<file path="config.mk">
export PLATFORM = sky130hd
export DESIGN_NAME = uart_line_modem_status
export DESIGN_NICKNAME = d
export VERILOG_FILES = /design/src/rtl/uart_status_pkg.sv /design/src/rtl/uart_line_modem_status.sv
export SDC_FILE = /design/constraint.sdc
export NUM_CORES = 1
export LEC_CHECK = 0
export BUFFER_PORTS_ARGS = -buffer_cell sky130_fd_sc_hd__buf_4
export CORE_MARGIN = 8
export CORE_UTILIZATION = 56
export CTS_BUF_LIST = sky130_fd_sc_hd__clkbuf_16
export CTS_CLUSTER_SIZE = 25
export DETAILED_ROUTE_END_ITERATION = 8
export PLACE_DENSITY = 0.73
export SYNTH_ARGS = -nofsm -noshare
export SYNTH_HDL_FRONTEND = slang
export SYNTH_SLANG_ARGS = --single-unit
</file>
<file path="constraint.sdc">
create_clock -name hclk -period 7.25 [get_ports hclk]
set_input_delay 0.725 -clock hclk [delete_from_list [all_inputs] [get_ports hclk]]
set_output_delay 0.725 -clock hclk [all_outputs]
set_load 0.02 [all_outputs]
</file>
<file path="src/rtl/uart_status_pkg.sv">
/*
  Constants, field positions and carriers for the channel status block.
  Assumes a 32-bit AHB-Lite register bus with one word per register.
*/
package uart_status_pkg;
  localparam logic [7:0] ADDR_LINE_STATUS = 8'h00;
  localparam logic [7:0] ADDR_MODEM_STATUS = 8'h04;
  localparam logic [7:0] ADDR_SCRATCH = 8'h08;
  localparam logic [7:0] ADDR_MODEM_CONTROL = 8'h0c;
  localparam logic [7:0] ADDR_INT_ENABLE = 8'h10;
  localparam logic [7:0] ADDR_FEATURE_CONTROL = 8'h14;
  localparam logic [7:0] ADDR_ENHANCED_FEATURE = 8'h18;
  localparam logic [7:0] ADDR_HYSTERESIS = 8'h1c;
  localparam logic [7:0] SCRATCH_RESET = 8'hff;
  localparam logic [7:0] ZERO_BYTE = 8'h00;
  localparam int MC_DTR = 0;
  localparam int MC_RTS = 1;
  localparam int MC_OUT1 = 2;
  localparam int MC_OUT2 = 3;
  localparam int MC_LOOP = 4;
  localparam int MC_PRESCALE = 7;
  localparam int IE_LINE = 2;
  localparam int IE_MODEM = 3;
  localparam int FC_SWAP = 6;
  localparam int EF_AUTO_CTS = 7;
  localparam logic [1:0] PRESCALE_LAST = 2'h3;
  localparam logic [1:0] MODE_TX = 2'h1;
  localparam logic [1:0] MODE_ALT = 2'h3;
  localparam logic [95:0] HYST_TABLE = {
    6'h24, 6'h1c, 6'h14, 6'h0c, 6'h34, 6'h30, 6'h2c, 6'h28,
    6'h20, 6'h18, 6'h10, 6'h08, 6'h08, 6'h06, 6'h04, 6'h00};
  typedef struct packed {
    logic push;
    logic pop;
    logic parity_err;
    logic framing_err;
    logic break_err;
  } rx_event_type;
  typedef struct packed {
    logic holding_load;
    logic holding_move;
    logic shifter_busy;
    logic char_end;
    logic [7:0] level;
  } tx_status_type;
  typedef struct packed {
    logic cts_n;
    logic dsr_n;
    logic ri_n;
    logic cd_n;
  } modem_pins_type;
endpackage

</file>
<file path="src/rtl/uart_line_modem_status.sv">
/*
  Line and modem status, scratch, level readout, hysteresis and prescaler
  for one serial channel, behind an AHB-Lite slave with zero wait states.
  Assumes receiver and transmitter pulses are synchronous to hclk.
*/
`timescale 1ns/1ps
module uart_line_modem_status #(
  parameter int RX_DEPTH = 128
) (
  input wire logic hclk, // Bus clock
  input wire logic hresetn, // Asynchronous reset, active low
  input wire logic hsel, // Slave select
  input wire logic [31:0] haddr, // Byte address
  input wire logic [1:0] htrans, // Transfer type
  input wire logic hwrite, // Write when high
  input wire logic [2:0] hsize, // Transfer size
  input wire logic [31:0] hwdata, // Write data
  input wire logic hready, // Bus ready
  output logic hreadyout, // Slave ready
  output logic [31:0] hrdata, // Read data
  output logic hresp, // Always OKAY
  input wire uart_status_pkg::rx_event_type rx, // Receiver events
  input wire uart_status_pkg::tx_status_type tx, // Transmitter status
  input wire uart_status_pkg::modem_pins_type pins, // Modem inputs
  input wire logic rx_line, // Serial input level
  input wire logic fifo_enable, // FIFO mode
  output logic baud_tick, // Baud generator enable
  output logic line_irq, // Line status interrupt
  output logic modem_irq, // Modem status interrupt
  output logic tx_stop, // Hold transmitter
  output logic dtr_n, // Data terminal ready pin
  output logic rts_n, // Request to send pin
  output logic op2_n, // General output two
  output logic loopback_on, // Local loopback active
  output logic [5:0] rts_hysteresis // Hysteresis in characters
);
  localparam int PTR_W = $clog2(RX_DEPTH);
  localparam logic [7:0] DEPTH_COUNT = 8'(RX_DEPTH);

  // ------------------------------------------------------------
  // Register bus
  // ------------------------------------------------------------
  logic [7:0] modem_control;
  logic [7:0] int_enable;
  logic [7:0] feature_control;
  logic [7:0] enhanced_feature;
  logic [7:0] scratch_pad;
  logic [7:0] mode_select;
  logic wr_pend;
  logic [7:0] wr_addr;
  logic [7:0] read_mux;
  logic [7:0] line_status;
  logic [7:0] modem_status;
  logic [7:0] level_value;
  logic [7:0] rx_count;
  logic [7:0] err_count;
  logic [3:0] delta;
  logic alt_tx;
  logic accept;
  logic rd_line;
  logic rd_modem;
  logic rd_level;
  logic wr_enhanced_mode_select;
  logic swap;

  assign accept = hsel && htrans[1] && hready;
  assign swap = feature_control[uart_status_pkg::FC_SWAP];
  assign rd_line = accept && !hwrite && haddr[7:0] == uart_status_pkg::ADDR_LINE_STATUS;
  assign rd_modem = accept && !hwrite && haddr[7:0] == uart_status_pkg::ADDR_MODEM_STATUS;
  assign rd_level = accept && !hwrite && swap
    && haddr[7:0] == uart_status_pkg::ADDR_SCRATCH;
  assign wr_enhanced_mode_select = wr_pend && swap && wr_addr == uart_status_pkg::ADDR_SCRATCH;

  always_ff @(posedge hclk or negedge hresetn)
  begin
    if (!hresetn)
    begin
      wr_pend <= 1'b0;
      wr_addr <= 8'h00;
      hreadyout <= 1'b1;
      hresp <= 1'b0;
    end
    else
    begin
      wr_pend <= accept && hwrite;
      wr_addr <= haddr[7:0];
      hreadyout <= 1'b1;
      hresp <= 1'b0;
    end
  end

  always_comb
  begin
    read_mux = uart_status_pkg::ZERO_BYTE;
    if (haddr[7:0] == uart_status_pkg::ADDR_LINE_STATUS)
      read_mux = line_status;
    else if (haddr[7:0] == uart_status_pkg::ADDR_MODEM_STATUS)
      read_mux = modem_status;
    else if (haddr[7:0] == uart_status_pkg::ADDR_SCRATCH)
      read_mux = swap ? level_value : scratch_pad;
    else if (haddr[7:0] == uart_status_pkg::ADDR_MODEM_CONTROL)
      read_mux = modem_control;
    else if (haddr[7:0] == uart_status_pkg::ADDR_INT_ENABLE)
      read_mux = int_enable;
    else if (haddr[7:0] == uart_status_pkg::ADDR_FEATURE_CONTROL)
      read_mux = feature_control;
    else if (haddr[7:0] == uart_status_pkg::ADDR_ENHANCED_FEATURE)
      read_mux = enhanced_feature;
    else if (haddr[7:0] == uart_status_pkg::ADDR_HYSTERESIS)
      read_mux = {2'b00, rts_hysteresis};
  end

  always_ff @(posedge hclk or negedge hresetn)
  begin
    if (!hresetn)
      hrdata <= 32'h0000_0000;
    else if (accept && !hwrite)
      hrdata <= {24'h00_0000, read_mux};
  end

  // Writable registers; the scratch byte has no sleep reset path.
  always_ff @(posedge hclk or negedge hresetn)
  begin
    if (!hresetn)
    begin
      modem_control <= 8'h00;
      int_enable <= 8'h00;
      feature_control <= 8'h00;
      enhanced_feature <= 8'h00;
      scratch_pad <= uart_status_pkg::SCRATCH_RESET;
      mode_select <= 8'h00;
    end
    else if (wr_pend)
    begin
      if (wr_addr == uart_status_pkg::ADDR_MODEM_CONTROL)
        modem_control <= hwdata[7:0];
      else if (wr_addr == uart_status_pkg::ADDR_INT_ENABLE)
        int_enable <= hwdata[7:0];
      else if (wr_addr == uart_status_pkg::ADDR_FEATURE_CONTROL)
        feature_control <= hwdata[7:0];
      else if (wr_addr == uart_status_pkg::ADDR_ENHANCED_FEATURE)
        enhanced_feature <= hwdata[7:0];
      else if (wr_enhanced_mode_select)
        mode_select <= hwdata[7:0];
      else if (wr_addr == uart_status_pkg::ADDR_SCRATCH)
        scratch_pad <= hwdata[7:0];
    end
  end

  // ------------------------------------------------------------
  // Receive error tags
  // ------------------------------------------------------------
  logic [2:0] tag_mem [RX_DEPTH];
  logic [PTR_W-1:0] wr_ptr;
  logic [PTR_W-1:0] rd_ptr;
  logic [2:0] new_tag;
  logic [2:0] head_tag;
  logic rx_full;
  logic push_ok;
  logic pop_ok;
  logic break_held;
  logic overrun;
  logic drop_break;

  assign new_tag = {rx.break_err, rx.framing_err, rx.parity_err};
  assign rx_full = fifo_enable ? rx_count == DEPTH_COUNT : rx_count != 8'h00;
  assign drop_break = fifo_enable && rx.break_err && break_held;
  assign push_ok = rx.push && !rx_full && !drop_break;
  assign pop_ok = rx.pop && rx_count != 8'h00;
  assign head_tag = rx_count != 8'h00 ? tag_mem[rd_ptr] : 3'b000;

  for (genvar i = 0; i < RX_DEPTH; i++)
  begin : g_tag
    always_ff @(posedge hclk or negedge hresetn)
    begin
      if (!hresetn)
        tag_mem[i] <= 3'b000;
      else if (push_ok && wr_ptr == PTR_W'(i))
        tag_mem[i] <= new_tag;
    end
  end

  always_ff @(posedge hclk or negedge hresetn)
  begin
    if (!hresetn)
    begin
      wr_ptr <= '0;
      rd_ptr <= '0;
      rx_count <= 8'h00;
    end
    else
    begin
      if (push_ok)
        wr_ptr <= wr_ptr + 1'b1;
      if (pop_ok)
        rd_ptr <= rd_ptr + 1'b1;
      if (push_ok && !pop_ok)
        rx_count <= rx_count + 8'h01;
      else if (pop_ok && !push_ok)
        rx_count <= rx_count - 8'h01;
    end
  end

  always_ff @(posedge hclk or negedge hresetn)
  begin
    if (!hresetn)
      err_count <= 8'h00;
    else if ((push_ok && |new_tag) && !(pop_ok && |head_tag))
      err_count <= err_count + 8'h01;
    else if (!(push_ok && |new_tag) && (pop_ok && |head_tag))
      err_count <= err_count - 8'h01;
  end

  always_ff @(posedge hclk or negedge hresetn)
  begin
    if (!hresetn)
      break_held <= 1'b0;
    else if (rx.push && rx.break_err)
      break_held <= 1'b1;
    else if (rx_line)
      break_held <= 1'b0;
  end

  // overrun flag, set wins over read clear
  always_ff @(posedge hclk or negedge hresetn)
  begin
    if (!hresetn)
      overrun <= 1'b0;
    else if (rx.push && rx_full)
      overrun <= 1'b1;
    else if (rd_line)
      overrun <= 1'b0;
  end

  // ------------------------------------------------------------
  // Transmit flags and line status
  // ------------------------------------------------------------
  logic thr_flag;
  logic thr_empty;

  always_ff @(posedge hclk or negedge hresetn)
  begin
    if (!hresetn)
      thr_flag <= 1'b1;
    else if (tx.holding_load)
      thr_flag <= 1'b0;
    else if (tx.holding_move)
      thr_flag <= 1'b1;
  end

  assign thr_empty = fifo_enable ? tx.level == 8'h00 : thr_flag;

  assign line_status = {err_count != 8'h00, thr_empty && !tx.shifter_busy, thr_empty,
    head_tag, overrun, rx_count != 8'h00};

  // ------------------------------------------------------------
  // Modem status
  // ------------------------------------------------------------
  logic [3:0] msr_now;
  logic [3:0] msr_prev;
  logic [3:0] delta_set;
  logic loop_mode;

  assign loop_mode = modem_control[uart_status_pkg::MC_LOOP];
  assign msr_now = loop_mode
    ? {modem_control[uart_status_pkg::MC_OUT2], modem_control[uart_status_pkg::MC_OUT1],
       modem_control[uart_status_pkg::MC_DTR], modem_control[uart_status_pkg::MC_RTS]}
    : ~{pins.cd_n, pins.ri_n, pins.dsr_n, pins.cts_n};
  assign delta_set = {msr_now[3] ^ msr_prev[3], msr_prev[2] && !msr_now[2],
    msr_now[1:0] ^ msr_prev[1:0]};
  assign modem_status = {msr_now, delta};

  always_ff @(posedge hclk or negedge hresetn)
  begin
    if (!hresetn)
    begin
      msr_prev <= 4'h0;
      delta <= 4'h0;
    end
    else
    begin
      msr_prev <= msr_now;
      delta <= (delta & ~{4{rd_modem}}) | delta_set;
    end
  end

  always_ff @(posedge hclk or negedge hresetn)
  begin
    if (!hresetn)
    begin
      line_irq <= 1'b0;
      modem_irq <= 1'b0;
    end
    else
    begin
      line_irq <= int_enable[uart_status_pkg::IE_LINE] && (overrun || err_count != 8'h00);
      modem_irq <= int_enable[uart_status_pkg::IE_MODEM] && |delta;
    end
  end

  always_ff @(posedge hclk or negedge hresetn)
  begin
    if (!hresetn)
      tx_stop <= 1'b0;
    else if (!enhanced_feature[uart_status_pkg::EF_AUTO_CTS] || msr_now[0])
      tx_stop <= 1'b0;
    else if (tx.char_end || !tx.shifter_busy)
      tx_stop <= 1'b1;
  end

  // ------------------------------------------------------------
  // Level readout and hysteresis
  // ------------------------------------------------------------
  // counter source
  always_comb
  begin
    level_value = rx_count;
    if (mode_select[1:0] == uart_status_pkg::MODE_TX)
      level_value = tx.level;
    else if (mode_select[1:0] == uart_status_pkg::MODE_ALT && alt_tx)
      level_value = tx.level;
  end

  always_ff @(posedge hclk or negedge hresetn)
  begin
    if (!hresetn)
      alt_tx <= 1'b0;
    else if (wr_enhanced_mode_select)
      alt_tx <= 1'b0;
    else if (rd_level && mode_select[1:0] == uart_status_pkg::MODE_ALT)
      alt_tx <= !alt_tx;
  end

  always_ff @(posedge hclk or negedge hresetn)
  begin
    if (!hresetn)
      rts_hysteresis <= 6'h00;
    else
      rts_hysteresis <= uart_status_pkg::HYST_TABLE[
        {mode_select[5:4], feature_control[1:0]} * 6 +: 6];
  end

  // ------------------------------------------------------------
  // Prescaler and modem outputs
  // ------------------------------------------------------------
  logic [1:0] pre_count;

  always_ff @(posedge hclk or negedge hresetn)
  begin
    if (!hresetn)
    begin
      pre_count <= 2'h0;
      baud_tick <= 1'b0;
    end
    else
    begin
      pre_count <= pre_count + 2'h1;
      baud_tick <= !modem_control[uart_status_pkg::MC_PRESCALE]
        || pre_count == uart_status_pkg::PRESCALE_LAST;
    end
  end

  always_ff @(posedge hclk or negedge hresetn)
  begin
    if (!hresetn)
    begin
      dtr_n <= 1'b1;
      rts_n <= 1'b1;
      op2_n <= 1'b1;
      loopback_on <= 1'b0;
    end
    else
    begin
      dtr_n <= !modem_control[uart_status_pkg::MC_DTR] || loop_mode;
      rts_n <= !modem_control[uart_status_pkg::MC_RTS] || loop_mode;
      op2_n <= !modem_control[uart_status_pkg::MC_OUT2] || loop_mode;
      loopback_on <= loop_mode;
    end
  end

  // ------------------------------------------------------------
  // Checks
  // ------------------------------------------------------------
  property p_prescale;
    @(posedge hclk) disable iff (!hresetn)
    modem_control[uart_status_pkg::MC_PRESCALE] [*5] |-> !(baud_tick && $past(baud_tick));
  endproperty
  a_prescale: assert property (p_prescale) else $error("prescaler ticks too often");

  property p_line_irq;
    @(posedge hclk) disable iff (!hresetn)
    int_enable[uart_status_pkg::IE_LINE] && overrun |=> line_irq;
  endproperty
  a_line_irq: assert property (p_line_irq) else $error("line interrupt missing");

  property p_ready;
    @(posedge hclk) disable iff (!hresetn)
    push_ok |=> line_status[0];
  endproperty
  a_ready: assert property (p_ready) else $error("data ready wrong");

  property p_overrun;
    @(posedge hclk) disable iff (!hresetn)
    rx.push && rx_full && !rx.pop |=> overrun && rx_count == $past(rx_count);
  endproperty
  a_overrun: assert property (p_overrun) else $error("overrun not handled");

  property p_fifo_err;
    @(posedge hclk) disable iff (!hresetn)
    push_ok && |new_tag && !pop_ok |=> line_status[7];
  endproperty
  a_fifo_err: assert property (p_fifo_err) else $error("queue error flag missing");

  property p_ring_rise;
    @(posedge hclk) disable iff (!hresetn)
    !loop_mode && !$past(loop_mode) && $rose(pins.ri_n) |=> delta[2];
  endproperty
  a_ring_rise: assert property (p_ring_rise) else $error("ring delta missed");

  property p_ring_fall;
    @(posedge hclk) disable iff (!hresetn)
    !delta[2] && !loop_mode && !$past(loop_mode) && $fell(pins.ri_n) |=> !delta[2];
  endproperty
  a_ring_fall: assert property (p_ring_fall) else $error("ring delta on fall");

  property p_msr_clear;
    @(posedge hclk) disable iff (!hresetn)
    rd_modem && delta_set == 4'h0 |=> delta == 4'h0;
  endproperty
  a_msr_clear: assert property (p_msr_clear) else $error("deltas not cleared");

  property p_cts_resume;
    @(posedge hclk) disable iff (!hresetn)
    msr_now[0] |=> !tx_stop;
  endproperty
  a_cts_resume: assert property (p_cts_resume) else $error("transmitter not resumed");

  property p_swap_keep;
    @(posedge hclk) disable iff (!hresetn)
    wr_enhanced_mode_select |=> scratch_pad == $past(scratch_pad);
  endproperty
  a_swap_keep: assert property (p_swap_keep) else $error("scratch written under swap");

  property p_alt_first;
    @(posedge hclk) disable iff (!hresetn)
    rd_level && mode_select[1:0] == uart_status_pkg::MODE_ALT && !alt_tx
      |=> hrdata[7:0] == $past(rx_count);
  endproperty
  a_alt_first: assert property (p_alt_first) else $error("alternate read not receive");
endmodule

</file>
==> results_dict.tcl <==
set metrics [dict create \
    die_area_sq_um 50000 \
    drtIter0Drc 1047 \
    timing.max_cap.violations 0 \
    grt_pass1_wl_microns 92700 \
    wire_per_inst_microns 24.2 \
    rows 76 \
    post-route-period-util_pct 78.2 \
    rsz0062_at_grt "false" \
    ctsResizeCount 0 \
    syn_inst 1782 \
    setup_viol 0 \
    dr.pass1.iters 5 \
    num_vias 14900 \
    switching_share_pct 32.4 \
    synth_cell_type_count 67 \
    clk_latency_ns 0.60 \
    setup-tns-final_ns 0 \
    ys_seq_area_share_pct 52.1 \
    grt_use_total_pct 23.7 \
    core_area_sq_um 42800 \
    critical_path_class "reg -> reg" \
    p_int_uw 5420 \
    io_buffers 65 \
    async_reset_ff_share_pct 100 \
    fin_util_pct 62.1 \
    antenna_found_initial 0 \
    netSwitchingPower_uw 2600 \
    seqPwrFrac_pct 43.4 \
    postCtsHoldBufs 0 \
    htreeDepth 2 \
    overflow 0 \
    ff2ff_setup_slack_ns 1.58 \
    max-slew-margin-rel_pct 20.7 \
    drtAntennaViolNets 0 \
    p_per_area_nw_per_um2 301 \
    cp-startpoint "rd_ptr[0]" \
    fillCellCount 3281 \
    cts_tree "yes" \
    setup_ws_ns 1.58 \
    dp_slack_ns 1.65 \
    drc_errors 0 \
    drv_slew 0 \
    start_kind "register" \
    nNetsFinal 1932 \
    ioPinCount 145 \
    critPathRequiredTime_ns 7.77 \
    fmax_mhz 176 \
    critPathMaxFanout 37 \
    tightestPinTransition_ns 1.19 \
    cts_buffers 52 \
    syn2layout_area_growth_pct 10.2 \
    irDropWorstVdd_mv 0.221 \
    endpoint_kind "register" \
    path_clk_slew_ns 0.06 \
    cts_max_path_buffers 3 \
    synth-seq-cells 502 \
    place_congestion 0.872 \
    p_comb_share_pct 23.5 \
    vias_per_cell 6.22 \
    cp.arrival_ns 6.18 \
    leakage_uw 0.0124 \
    synth_flop_cell "dfrtp_1" \
    synth_area_sq_um 24100 \
    synth_area_per_cell_sq_um 13.5 \
    grt_max_degree 189 \
    hp-class "in -> async" \
    place_hpwl_microns 38000 \
    status "finished, final reports clean" \
    drive_above_1_share_pct 40.2 \
    die_y_microns 224 \
    hold_viol 0 \
    synth_edf_count 0 \
    fin_skew_ns 0.0268 \
    die_w_microns 224 \
    post_cts_buffers 0 \
    clkPwrFrac_pct 33.1 \
    ys.warnings.count 0 \
    final_common_cell "dfrtp_1" \
    drt_wl_total_microns 58100 \
    cts_root_buffer "clkbuf_16" \
    n_antenna_cell 0 \
    cts.sinks 502 \
    final_cell_mix "dfrtp_1 (487), mux2_2 (431), nor2_1 (105), nand2_1 (96), mux4_2 (88)" \
    grt_pass1_vias 15700 \
    r2r_start "rd_ptr[0]" \
    min_period_ns 5.67 \
    initial_core_util_pct 56.4 \
]
[metal layers]
layer | routed length [microns] | vias to the layer above | track usage [%]
met5 | 0 | - | 0
met4 | 1640 | 0 | 7.75
met3 | 3730 | 118 | 4.56
met2 | 27900 | 449 | 37.5
met1 | 24900 | 7854 | 32.8
li1 | - | 6512 | -
[metrics by stage]
stage	std cells	hold WS (ns)	total power [uW]	instance area, sq um
finish	2400	0.172	8020	26600
global placement	2302	0.411	5330	24900
CTS	2400	0.214	8060	26600
floorplan	1807	0.352	4740	24200
detailed placement	2302	0.422	5400	24900
global route	2400	0.231	8360	26600
[kinds of logic after synthesis]
group,count (synthesis),synth area share (%)
mux,569,30.4
flops,502,52.1
simple gates,339,7.43
buf+inv,162,3.25
compound gates,154,4.35
xor+xnor,29,1.05
fa+ha+maj,25,1.36
other cells,2,0.0311
[registers in the layout (all words and copies together) (netlist names), 8 cells and up]
name,flops
enhanced_feature,8
err_count,8
feature_control,8
hrdata,8
int_enable,8
modem_control,8
rx_count,8
scratch_pad,8
tag_mem,384
wr_addr,8
[worst max-delay path, cell delays in order (launching register included)]
cell       delay [ns]
dfrtp_4          0.95
buf_4            0.44
mux4_2           0.55
mux2i_1          0.33
o211ai_1         0.15
a211oi_1         0.41
a21oi_1          0.18
nor2_1           0.13
a21o_1           0.16
ha_1             0.16
inv_1            0.17
ha_1             0.32
a21o_1           0.18
a21oi_1          0.23
o21bai_1         0.11
a2111oi_0        0.57
o31ai_1          0.18
a21oi_1          0.20
xor2_1           0.15
[cell usage after synthesis (all sizes together), types with 3 or more instances]
master	n	area [sq um]
o21bai	4	30.0
a22oi	17	128
nor2	135	732
clkbuf	75	282
nor4b	3	26.3
nor4	11	68.8
a21o	4	30.0
or4	4	30.0
a22o	9	78.8
nand2b	7	43.8
nand4	4	25.0
mux2i	46	460
a222oi	3	30.0
inv	24	90.1
nand2	107	429
a31oi	7	43.8
xor2	8	70.1
xnor2	21	184
nand3b	4	30.0
a21oi	27	135
o31ai	5	37.5
buf	63	413
and2	6	37.5
nor2b	8	50.1
mux4	88	1980
a211o	4	35.0
ha	23	288
mux2	435	4900
nor3b	5	37.5
dfrtp	490	12300
dfstp	12	315
o21ai	30	150
o22ai	6	37.5
nand3	17	85.1
o221ai	8	70.1
and3	8	50.1
nor3	8	40.0
a211oi	14	105
[path summary, 6_finish.rpt]
path,end,cells past startpoint
min reg2reg,pre_count[0],1
max reg2reg,err_count[7],18
max in group asynchronous,rd_ptr[0],2
min,tag_mem[209],1
min in group hclk,thr_flag,2
max,err_count[7],18
[final cells by class]
type                    instances  area [sq um]  area share (%)
well taps                     546           683            2.57
clock buffers                  54          1350            5.08
multi-input cells            1143         10900            40.9
flip-flops and latches        502         12600            47.3
repair buffers                 87           673            2.53
inverters                      24          90.1           0.339
clock inverters                44           337            1.27
[power groups by stage]
stage / sequential [uW] / clock, uW / combinational (uW)
global route: 3520 / 2790 / 2050
finish: 3480 / 2650 / 1890
detailed placement: 3510 / 0 / 1880
global placement: 3500 / 0 / 1840
floorplan: 3230 / 0 / 1510
CTS: 3470 / 2700 / 1890
(Power assumes the default switching activity.)
